### config.mk
export PLATFORM = sky130hd
export DESIGN_NAME = lmi_exec_core
export DESIGN_NICKNAME = d
export VERILOG_FILES = /design/src/lmi_pkg.sv /design/src/lmi_ptr_unit.sv /design/src/lmi_wb_slave.sv /design/src/lmi_exec_core.sv
export SDC_FILE = /design/constraint.sdc
export NUM_CORES = 1
export LEC_CHECK = 0
export BUFFER_PORTS_ARGS = -buffer_cell sky130_fd_sc_hd__buf_2
export CORE_MARGIN = 2
export CORE_UTILIZATION = 35
export CTS_BUF_LIST = sky130_fd_sc_hd__clkbuf_8
export DETAILED_ROUTE_END_ITERATION = 10
export PLACE_DENSITY_LB_ADDON = 0.3
export SLEW_MARGIN = 20
export SYNTH_ARGS = -nofsm -noshare
export SYNTH_HDL_FRONTEND = slang
export SYNTH_SLANG_ARGS = --single-unit
### constraint.sdc
create_clock -name CLK -period 4.1 [get_ports CLK]
set_input_delay 0.41 -clock CLK [delete_from_list [all_inputs] [get_ports CLK]]
set_output_delay 0.41 -clock CLK [all_outputs]
set_load 0.005 [all_outputs]
### src/lmi_pkg.sv
`default_nettype none
package lmi_pkg;

  // Opcode patterns of the 14-bit instruction word
  localparam logic [13:0] OP_NOP       = 14'h0000;
  localparam logic [13:0] OP_SOFT_RST  = 14'h0001;
  localparam logic [13:0] OP_OPTION    = 14'h0062;
  localparam logic [13:0] MSK_LBL      = 14'h3FE0;
  localparam logic [13:0] PAT_LBL      = 14'h0020;
  localparam logic [13:0] MSK_LPL      = 14'h3F80;
  localparam logic [13:0] PAT_LPL      = 14'h3180;
  localparam logic [13:0] MSK_LWL      = 14'h3F00;
  localparam logic [13:0] PAT_LWL      = 14'h3000;
  localparam logic [13:0] MSK_SWF      = 14'h3F80;
  localparam logic [13:0] PAT_SWF      = 14'h0080;
  localparam logic [13:0] MSK_SWI      = 14'h3FF8;
  localparam logic [13:0] PAT_SWI      = 14'h0018;
  localparam logic [13:0] MSK_SWR      = 14'h3F80;
  localparam logic [13:0] PAT_SWR      = 14'h3F80;

  // Field positions inside the instruction word
  localparam int unsigned SWI_N_BIT    = 2;
  localparam int unsigned SWR_N_BIT    = 6;
  localparam int unsigned FILE_N_BIT   = 0;

  typedef enum logic [1:0] {
    MODE_PRE_INC  = 2'b00,
    MODE_PRE_DEC  = 2'b01,
    MODE_POST_INC = 2'b10,
    MODE_POST_DEC = 2'b11
  } lmi_mode_t;

  typedef enum logic [3:0] {
    I_NONE, I_NOP, I_LBL, I_LPL, I_LWL, I_SWF, I_SWI, I_SWR, I_OPT, I_RST
  } lmi_insn_t;

  // Wishbone byte offsets
  localparam logic [7:0] REG_WORK      = 8'h00;
  localparam logic [7:0] REG_BANK      = 8'h04;
  localparam logic [7:0] REG_PAGE      = 8'h08;
  localparam logic [7:0] REG_OPTION    = 8'h0C;
  localparam logic [7:0] REG_PTR0      = 8'h10;
  localparam logic [7:0] REG_PTR1      = 8'h14;
  localparam logic [7:0] REG_STATUS    = 8'h18;
  localparam logic [7:0] REG_POWER     = 8'h1C;
  localparam logic [7:0] REG_RETIRED   = 8'h20;
  localparam logic [7:0] REG_LAST_ADDR = 8'h24;

  // Core file addresses seen by the store-to-file instruction
  localparam logic [6:0] FA_IND0       = 7'h00;
  localparam logic [6:0] FA_IND1       = 7'h01;
  localparam logic [6:0] FA_STATUS     = 7'h03;
  localparam logic [6:0] FA_PTR0_LO    = 7'h04;
  localparam logic [6:0] FA_PTR0_HI    = 7'h05;
  localparam logic [6:0] FA_PTR1_LO    = 7'h06;
  localparam logic [6:0] FA_PTR1_HI    = 7'h07;
  localparam logic [6:0] FA_BANK       = 7'h08;
  localparam logic [6:0] FA_WORK       = 7'h09;
  localparam logic [6:0] FA_PAGE       = 7'h0A;

  // Reset values and bit positions
  localparam logic [7:0]  RST_WORK     = 8'h00;
  localparam logic [4:0]  RST_BANK     = 5'h00;
  localparam logic [6:0]  RST_PAGE     = 7'h00;
  localparam logic [7:0]  RST_OPTION   = 8'hFF;
  localparam logic [15:0] RST_PTR      = 16'h0000;
  localparam logic [2:0]  RST_STATUS   = 3'h0;
  localparam logic        RST_RI       = 1'b1;
  localparam int unsigned POWER_CONTROL_REG_RI_BIT  = 2;

endpackage : lmi_pkg
`default_nettype wire

### src/lmi_ptr_unit.sv
`timescale 1ns/1ns
`default_nettype none
module lmi_ptr_unit (
  // Pointer and addressing form
  input  wire logic [15:0]        ptr,
  input  wire lmi_pkg::lmi_mode_t mode,
  input  wire logic               relative,
  input  wire logic [5:0]         offset,
  // Results
  output logic      [15:0]        eff_addr,
  output logic      [15:0]        ptr_next
);

  logic [15:0] ptr_inc;
  logic [15:0] ptr_dec;
  logic [15:0] ptr_rel;

  // Plain 16-bit arithmetic gives the wrap at both ends
  assign ptr_inc = ptr + 16'h0001;
  assign ptr_dec = ptr - 16'h0001;
  assign ptr_rel = ptr + {{10{offset[5]}}, offset};

  always_comb
  begin
    eff_addr = ptr;
    ptr_next = ptr;
    if (relative)
    begin
      eff_addr = ptr_rel;
    end
    else
    begin
      case (mode)
        lmi_pkg::MODE_PRE_INC:
        begin
          eff_addr = ptr_inc;
          ptr_next = ptr_inc;
        end
        lmi_pkg::MODE_PRE_DEC:
        begin
          eff_addr = ptr_dec;
          ptr_next = ptr_dec;
        end
        lmi_pkg::MODE_POST_INC:
        begin
          ptr_next = ptr_inc;
        end
        default:
        begin
          ptr_next = ptr_dec;
        end
      endcase
    end
  end

endmodule : lmi_ptr_unit
`default_nettype wire

### src/lmi_wb_slave.sv
`timescale 1ns/1ns
`default_nettype none
module lmi_wb_slave (
  // Clock and reset
  input  wire logic        clk,
  input  wire logic        rst_b,
  // Wishbone request
  input  wire logic        cyc,
  input  wire logic        stb,
  input  wire logic        we,
  input  wire logic [31:0] rd_word,
  // Answer
  output logic             ack,
  output logic      [31:0] dat_o,
  output logic             wr_fire
);

  typedef struct packed {
    logic        ack;
    logic [31:0] dat;
  } lmi_wb_state_t;

  lmi_wb_state_t s_q;
  lmi_wb_state_t s_d;

  // Ack one cycle after the request; dropping it next cycle keeps one ack per access
  always_comb
  begin
    s_d = s_q;
    s_d.ack = cyc & stb & ~s_q.ack;
    if (cyc && stb && !s_q.ack)
    begin
      s_d.dat = rd_word;
    end
  end

  always_ff @(posedge clk or negedge rst_b)
  begin
    if (!rst_b)
    begin
      s_q <= '0;
    end
    else
    begin
      s_q <= s_d;
    end
  end

  assign ack     = s_q.ack;
  assign dat_o   = s_q.dat;
  // Writes land on the edge where the master sees ack
  assign wr_fire = cyc & stb & we & s_q.ack;

endmodule : lmi_wb_slave
`default_nettype wire

### src/lmi_exec_core.sv
// The Wishbone register port and the address map are this design's own decisions.
`timescale 1ns/1ns
`default_nettype none
module lmi_exec_core (
  // Clock and reset
  input  wire logic        CLK,
  input  wire logic        RST_B,
  // Wishbone slave
  input  wire logic        WB_CYC_I,
  input  wire logic        WB_STB_I,
  input  wire logic        WB_WE_I,
  input  wire logic [7:0]  WB_ADR_I,
  input  wire logic [3:0]  WB_SEL_I,
  input  wire logic [31:0] WB_DAT_I,
  output logic      [31:0] WB_DAT_O,
  output logic             WB_ACK_O,
  // Instruction stream
  input  wire logic        INSN_VALID,
  input  wire logic [13:0] INSN_WORD,
  output logic             INSN_READY,
  // Data memory write port
  output logic             MEM_WE,
  output logic      [15:0] MEM_ADDR,
  output logic      [7:0]  MEM_WDATA,
  // Core state
  output logic      [7:0]  WORK_REG,
  output logic      [4:0]  BANK_SELECT_REG,
  output logic      [6:0]  PC_LATCH_HIGH,
  output logic      [7:0]  OPTION_CFG,
  output logic             SOFT_RESET,
  output logic             RETIRE
);

  typedef struct packed {
    logic [7:0]  work_reg;
    logic [4:0]  bank_select_reg;
    logic [6:0]  pc_latch_high;
    logic [7:0]  option_cfg;
    logic [15:0] indirect_pointer0;
    logic [15:0] indirect_pointer1;
    logic [2:0]  status;
    logic        reset_instruction_flag;
    logic        mem_we;
    logic [15:0] mem_addr;
    logic [7:0]  mem_wdata;
    logic        soft_rst;
    logic        retire;
    logic [15:0] retired;
    logic [15:0] last_addr;
  } lmi_core_state_t;

  localparam lmi_core_state_t RST_STATE = '{
    work_reg:               lmi_pkg::RST_WORK,
    bank_select_reg:        lmi_pkg::RST_BANK,
    pc_latch_high:          lmi_pkg::RST_PAGE,
    option_cfg:             lmi_pkg::RST_OPTION,
    indirect_pointer0:      lmi_pkg::RST_PTR,
    indirect_pointer1:      lmi_pkg::RST_PTR,
    status:                 lmi_pkg::RST_STATUS,
    reset_instruction_flag: lmi_pkg::RST_RI,
    mem_we:                 1'b0,
    mem_addr:               16'h0000,
    mem_wdata:              8'h00,
    soft_rst:               1'b0,
    retire:                 1'b0,
    retired:                16'h0000,
    last_addr:              16'h0000
  };

  lmi_core_state_t    st_q;
  lmi_core_state_t    st_d;
  lmi_pkg::lmi_insn_t insn_kind;
  logic               insn_take;
  logic               ptr_sel;
  logic [15:0]        ptr_cur;
  lmi_pkg::lmi_mode_t ptr_mode;
  logic               ptr_relative;
  logic [5:0]         ptr_offset;
  logic [15:0]        eff_addr;
  logic [15:0]        ptr_next;
  logic [6:0]         file_addr;
  logic [7:0]         wb_word;
  logic [31:0]        rd_word;
  logic               wr_fire;

  function automatic lmi_pkg::lmi_insn_t decode(input logic [13:0] iw);
    if (iw == lmi_pkg::OP_NOP)
      decode = lmi_pkg::I_NOP;
    else if (iw == lmi_pkg::OP_SOFT_RST)
      decode = lmi_pkg::I_RST;
    else if (iw == lmi_pkg::OP_OPTION)
      decode = lmi_pkg::I_OPT;
    else if ((iw & lmi_pkg::MSK_LBL) == lmi_pkg::PAT_LBL)
      decode = lmi_pkg::I_LBL;
    else if ((iw & lmi_pkg::MSK_LPL) == lmi_pkg::PAT_LPL)
      decode = lmi_pkg::I_LPL;
    else if ((iw & lmi_pkg::MSK_LWL) == lmi_pkg::PAT_LWL)
      decode = lmi_pkg::I_LWL;
    else if ((iw & lmi_pkg::MSK_SWF) == lmi_pkg::PAT_SWF)
      decode = lmi_pkg::I_SWF;
    else if ((iw & lmi_pkg::MSK_SWI) == lmi_pkg::PAT_SWI)
      decode = lmi_pkg::I_SWI;
    else if ((iw & lmi_pkg::MSK_SWR) == lmi_pkg::PAT_SWR)
      decode = lmi_pkg::I_SWR;
    else
      decode = lmi_pkg::I_NONE;
  endfunction : decode

  function automatic logic [15:0] merge16(
    input logic [15:0] old,
    input logic [31:0] dat,
    input logic [3:0]  sel
  );
    merge16 = old;
    if (sel[0])
      merge16[7:0] = dat[7:0];
    if (sel[1])
      merge16[15:8] = dat[15:8];
  endfunction : merge16

  // Instruction words come from logic on this clock, so no synchroniser
  assign insn_kind = decode(INSN_WORD);
  // Nothing is taken during the reset pulse the core itself raised
  assign INSN_READY = ~st_q.soft_rst;
  assign insn_take  = INSN_VALID & ~st_q.soft_rst;
  assign file_addr  = INSN_WORD[6:0];
  assign wb_word    = {WB_ADR_I[7:2], 2'b00};

  // One adder set serves all three pointer forms
  always_comb
  begin
    ptr_sel      = INSN_WORD[lmi_pkg::FILE_N_BIT];
    ptr_relative = 1'b1;
    ptr_offset   = 6'h00;
    ptr_mode     = lmi_pkg::lmi_mode_t'(INSN_WORD[1:0]);
    if (insn_kind == lmi_pkg::I_SWI)
    begin
      ptr_sel      = INSN_WORD[lmi_pkg::SWI_N_BIT];
      ptr_relative = 1'b0;
    end
    else if (insn_kind == lmi_pkg::I_SWR)
    begin
      ptr_sel    = INSN_WORD[lmi_pkg::SWR_N_BIT];
      ptr_offset = INSN_WORD[5:0];
    end
    ptr_cur = ptr_sel ? st_q.indirect_pointer1 : st_q.indirect_pointer0;
  end

  lmi_ptr_unit u_ptr (
    .ptr      (ptr_cur),
    .mode     (ptr_mode),
    .relative (ptr_relative),
    .offset   (ptr_offset),
    .eff_addr (eff_addr),
    .ptr_next (ptr_next)
  );

  lmi_wb_slave u_wb (
    .clk     (CLK),
    .rst_b   (RST_B),
    .cyc     (WB_CYC_I),
    .stb     (WB_STB_I),
    .we      (WB_WE_I),
    .rd_word (rd_word),
    .ack     (WB_ACK_O),
    .dat_o   (WB_DAT_O),
    .wr_fire (wr_fire)
  );

  // Unmapped offsets read zero and still get an ack
  always_comb
  begin
    rd_word = 32'h0000_0000;
    if (wb_word == lmi_pkg::REG_WORK)
      rd_word[7:0] = st_q.work_reg;
    else if (wb_word == lmi_pkg::REG_BANK)
      rd_word[4:0] = st_q.bank_select_reg;
    else if (wb_word == lmi_pkg::REG_PAGE)
      rd_word[6:0] = st_q.pc_latch_high;
    else if (wb_word == lmi_pkg::REG_OPTION)
      rd_word[7:0] = st_q.option_cfg;
    else if (wb_word == lmi_pkg::REG_PTR0)
      rd_word[15:0] = st_q.indirect_pointer0;
    else if (wb_word == lmi_pkg::REG_PTR1)
      rd_word[15:0] = st_q.indirect_pointer1;
    else if (wb_word == lmi_pkg::REG_STATUS)
      rd_word[2:0] = st_q.status;
    else if (wb_word == lmi_pkg::REG_POWER)
      rd_word[lmi_pkg::POWER_CONTROL_REG_RI_BIT] = st_q.reset_instruction_flag;
    else if (wb_word == lmi_pkg::REG_RETIRED)
      rd_word[15:0] = st_q.retired;
    else if (wb_word == lmi_pkg::REG_LAST_ADDR)
      rd_word[15:0] = st_q.last_addr;
  end

  always_comb
  begin
    st_d = st_q;
    st_d.mem_we   = 1'b0;
    st_d.soft_rst = 1'b0;
    st_d.retire   = 1'b0;

    // Bus writes first; an instruction in the same cycle overrides them
    if (wr_fire)
    begin
      if (wb_word == lmi_pkg::REG_WORK)
      begin
        if (WB_SEL_I[0])
          st_d.work_reg = WB_DAT_I[7:0];
      end
      else if (wb_word == lmi_pkg::REG_BANK)
      begin
        if (WB_SEL_I[0])
          st_d.bank_select_reg = WB_DAT_I[4:0];
      end
      else if (wb_word == lmi_pkg::REG_PAGE)
      begin
        if (WB_SEL_I[0])
          st_d.pc_latch_high = WB_DAT_I[6:0];
      end
      else if (wb_word == lmi_pkg::REG_OPTION)
      begin
        if (WB_SEL_I[0])
          st_d.option_cfg = WB_DAT_I[7:0];
      end
      else if (wb_word == lmi_pkg::REG_PTR0)
      begin
        st_d.indirect_pointer0 = merge16(st_q.indirect_pointer0, WB_DAT_I, WB_SEL_I);
      end
      else if (wb_word == lmi_pkg::REG_PTR1)
      begin
        st_d.indirect_pointer1 = merge16(st_q.indirect_pointer1, WB_DAT_I, WB_SEL_I);
      end
      else if (wb_word == lmi_pkg::REG_STATUS)
      begin
        if (WB_SEL_I[0])
          st_d.status = WB_DAT_I[2:0];
      end
      else if (wb_word == lmi_pkg::REG_POWER)
      begin
        if (WB_SEL_I[0])
          st_d.reset_instruction_flag = WB_DAT_I[lmi_pkg::POWER_CONTROL_REG_RI_BIT];
      end
    end

    // Status is written below only as an addressed file register or by the soft reset
    if (insn_take)
    begin
      case (insn_kind)
        lmi_pkg::I_NOP:
        begin
          st_d.retire = 1'b1;
        end
        lmi_pkg::I_LBL:
        begin
          st_d.bank_select_reg = INSN_WORD[4:0];
          st_d.retire = 1'b1;
        end
        lmi_pkg::I_LPL:
        begin
          st_d.pc_latch_high = INSN_WORD[6:0];
          st_d.retire = 1'b1;
        end
        lmi_pkg::I_LWL:
        begin
          st_d.work_reg = INSN_WORD[7:0];
          st_d.retire = 1'b1;
        end
        lmi_pkg::I_OPT:
        begin
          st_d.option_cfg = st_q.work_reg;
          st_d.retire = 1'b1;
        end
        lmi_pkg::I_SWF:
        begin
          st_d.retire = 1'b1;
          if (file_addr == lmi_pkg::FA_IND0 || file_addr == lmi_pkg::FA_IND1)
          begin
            st_d.mem_we    = 1'b1;
            st_d.mem_addr  = eff_addr;
            st_d.mem_wdata = st_q.work_reg;
          end
          else if (file_addr == lmi_pkg::FA_STATUS)
            st_d.status = st_q.work_reg[2:0];
          else if (file_addr == lmi_pkg::FA_PTR0_LO)
            st_d.indirect_pointer0[7:0] = st_q.work_reg;
          else if (file_addr == lmi_pkg::FA_PTR0_HI)
            st_d.indirect_pointer0[15:8] = st_q.work_reg;
          else if (file_addr == lmi_pkg::FA_PTR1_LO)
            st_d.indirect_pointer1[7:0] = st_q.work_reg;
          else if (file_addr == lmi_pkg::FA_PTR1_HI)
            st_d.indirect_pointer1[15:8] = st_q.work_reg;
          else if (file_addr == lmi_pkg::FA_BANK)
            st_d.bank_select_reg = st_q.work_reg[4:0];
          else if (file_addr == lmi_pkg::FA_WORK)
            st_d.work_reg = st_q.work_reg;
          else if (file_addr == lmi_pkg::FA_PAGE)
            st_d.pc_latch_high = st_q.work_reg[6:0];
          else
          begin
            st_d.mem_we    = 1'b1;
            st_d.mem_addr  = {4'h0, st_q.bank_select_reg, file_addr};
            st_d.mem_wdata = st_q.work_reg;
          end
        end
        lmi_pkg::I_SWI, lmi_pkg::I_SWR:
        begin
          st_d.retire    = 1'b1;
          st_d.mem_we    = 1'b1;
          st_d.mem_addr  = eff_addr;
          st_d.mem_wdata = st_q.work_reg;
          // Only the pointer is written, and only SWI moves it (SWR writes it back unchanged); status stays as it was
          if (ptr_sel)
            st_d.indirect_pointer1 = ptr_next;
          else
            st_d.indirect_pointer0 = ptr_next;
        end
        lmi_pkg::I_RST:
        begin
          st_d = RST_STATE;
          st_d.reset_instruction_flag = 1'b0;
          st_d.soft_rst  = 1'b1;
          st_d.retire    = 1'b1;
          st_d.retired   = st_q.retired;
          st_d.last_addr = st_q.last_addr;
        end
        default:
        begin
          // Other instructions belong to other units
          st_d.retire = 1'b0;
        end
      endcase
    end

    if (st_d.mem_we)
      st_d.last_addr = st_d.mem_addr;
    // Counter wraps; software reads it only as a progress indication
    if (st_d.retire)
      st_d.retired = st_q.retired + 16'h0001;
  end

  always_ff @(posedge CLK or negedge RST_B)
  begin
    if (!RST_B)
    begin
      st_q <= RST_STATE;
    end
    else
    begin
      st_q <= st_d;
    end
  end

  assign MEM_WE          = st_q.mem_we;
  assign MEM_ADDR        = st_q.mem_addr;
  assign MEM_WDATA       = st_q.mem_wdata;
  assign WORK_REG        = st_q.work_reg;
  assign BANK_SELECT_REG = st_q.bank_select_reg;
  assign PC_LATCH_HIGH   = st_q.pc_latch_high;
  assign OPTION_CFG      = st_q.option_cfg;
  assign SOFT_RESET      = st_q.soft_rst;
  assign RETIRE          = st_q.retire;

endmodule : lmi_exec_core
`default_nettype wire

==> flow_metrics.tcl <==
set metrics [dict create \
    status "finished with violations" \
    violations "hold timing" \
    post_cts_buffers 0 \
    initial_utilization_pct 35.76 \
    rows 64 \
    drc 0 \
    cp_common_cell "a21o_1" \
    hpwl_mm 32.70 \
    core_area_um2 30830 \
    cts_tree "done" \
    synth_flop_cell "dfrtp_1" \
    worstReg2RegStart "st_q[83]" \
    place.gp.congestion 0.9634 \
    global_route.usage.total_pct 26.15 \
    die_y_um 181.5 \
    cts_hold_buf 0 \
    drv_cap 0 \
    fin_crit_sh_pct 91.75 \
    clk_latency_ns 0.49 \
    grt_pass1_wl_mm 65.93 \
    yosys_warnings 0 \
    htreeDepth 4 \
    synth_top_area_cell "dfrtp_1" \
    critPathSlowestCell "or4_4" \
    path_buf_inv 4 \
    max_stage_delay_ns 0.55 \
    synth_area_um2 11020 \
    finalHoldViolCount 3 \
    fin_ws_ns 0.3383 \
    vias 11410 \
    hold_slack_ns -0.03690 \
    n_antenna_cell 0 \
    netlist_instances 1365 \
    clk_path_buf_depth 2 \
    worst-path-max-fanout 5 \
    power.leakage_nw 5.834 \
    synth_top_area_share_pct 29.74 \
    dpl_worst_slack_ns -0.08004 \
    synth.area.top_cells "dfrtp_1 30%, mux2i_1 7.4%, nand2_1 6.1%" \
    path_delay_family "simple AND/OR/NAND/NOR gates" \
    rsz0062_at_grt "no" \
    wl_per_cell_um 22.77 \
    yosysMostFrequentCell "nand2_1" \
    setup_viol 0 \
    critPathRequiredTime_ns 4.53 \
    hold_path.class "in -> async" \
    ios 153 \
    maxSlewHeadroom_pct 35.79 \
    area_growth_pct 16.64 \
    ctsResizeCount 0 \
    grt_max_degree 93 \
    timing.fmax_mhz 265.8 \
    dp.cells 1871 \
    drive_gt1_share_pct 22.03 \
    cp-end-kind "register" \
    finalCriticalPeriod_ns 3.762 \
    drv_slew 0 \
    die_area_um2 32930 \
    start_kind "input port" \
    clk_pin_slew_ns 0.09 \
    grt_pass1_vias 10785 \
    drt_wl_total_mm 43.34 \
    p_per_area_nw_per_um2 259.5 \
    ant_nets 0 \
    synth_area_per_cell_um2 8.076 \
    numCtsBuffers 17 \
    drt_iter0_drc 1372 \
    worstSetupStartpoint "INSN_WORD[8]" \
    synth_cell_types 83 \
    tns_ns 0 \
    ys_async_sr_fraction_pct 100.0 \
    antenna_found_initial 0 \
    cts_sinks 140 \
    fin_nets 1576 \
    cts_root_buf "clkbuf_8" \
    layoutNonFillerInstCount 1903 \
    cp.arrival_ns 4.19 \
    die_x_um 181.5 \
    synth_seq_cells 140 \
    final_core_util_pct 41.71 \
    synth_seq_area_share_pct 31.88 \
    finClkSkew_ns 0.01639 \
    critPathKind "in -> reg" \
    ir_drop_mv 0.1950 \
    yosys-top-cells-count "179 x nand2_1, 131 x dfrtp_1, 99 x nor2_1" \
    path_cells "buf_2, or4_4, nor4_4, buf_4, a211o_4, buf_4, mux2i_1, inv_1, ha_1, a21o_1, a21o_1, a21o_1, a21oi_1, o21bai_1, a21o_1, or3_1, nand4_1, a21o_1" \
    dr.pass1.iters 6 \
    worst_pin_slew_ns 0.9579 \
    grt_overflow 0 \
    io_buffers 116 \
    routed_via_density 5.996 \
    synth_edf_count 0 \
]
[layout make-up]
cell class	instances	area, µm²
clock buffer	19	261.5
clock inverter	13	156.4
fill	3133	17970
inverter	36	135.1
multi-input combinational	1053	6700
sequential	140	3515
tap	396	495.5
timing repair buffer	246	1595
[cell usage in the layout, fill, tap and decap left out, types with 41 or more instances in the layout]
| cell | n |
|---|---|
| buf_2 | 115 |
| a22oi_1 | 41 |
| nand2_1 | 179 |
| nor2_1 | 97 |
| mux2i_1 | 77 |
| a21oi_1 | 84 |
| nand3_1 | 57 |
| dfrtp_1 | 131 |
| o21ai_0 | 85 |
| buf_4 | 127 |
[logic make-up after synthesis]
family	share of synthesized area, %
flops	31.88
buf+inv	8.909
xor+xnor	3.893
compound gates	23.56
mux	8.478
fa+ha+maj	2.293
simple gates	20.95
other cells	0.03402
[metal layers]
metal  GRT usage (%)  routed length [µm]  up-vias
met2           40.74               19340      578
li1                -                   -     5197
met1           35.97               19040     5548
met4           9.886                1421        0
met5               0                   0        -
met3           4.974                3532       87
[state kept, by name, indices dropped and copies added (netlist names), 5 cells and up]
| name | flops |
|---|---|
| BANK_SELECT_REG | 5 |
| MEM_ADDR | 16 |
| MEM_WDATA | 8 |
| OPTION_CFG | 8 |
| PC_LATCH_HIGH | 7 |
| WORK_REG | 8 |
| st_q | 68 |
| u_wb.dat_o | 16 |
[metrics by stage]
step           power [mW]  hold slack [ns]  area (µm²)
2_1_floorplan       1.868           0.1144       11200
3_3_place_gp        2.108           0.4538       12430
3_5_place_dp        2.117           0.4560       12440
4_1_cts             3.339          0.03269       12860
5_1_grt             3.457          0.04164       12860
6_report            3.336         -0.03690       12860
[power by group]
group / switching (mW) / leakage (nW) / internal, mW / total [mW]
logic: 0.299 / 3.74 / 0.203 / 0.501
registers: 0.157 / 1.88 / 1.45 / 1.60
clock network: 0.645 / 0.205 / 0.587 / 1.23
total: 1.10 / 5.83 / 2.24 / 3.34
[path summary, 6_finish.rpt]
path	to	cells past startpoint	slack, ns
min reg2reg	MEM_ADDR[14]	2	0.47
min	MEM_ADDR[2]	1	-0.04
max	st_q[15]	18	0.34
max in group asynchronous	st_q[5]	2	3.12
max reg2reg	MEM_ADDR[11]	14	1.03
min in group CLK	st_q[94]	3	0.29
No activity file was read; power rests on OpenSTA's default activity.
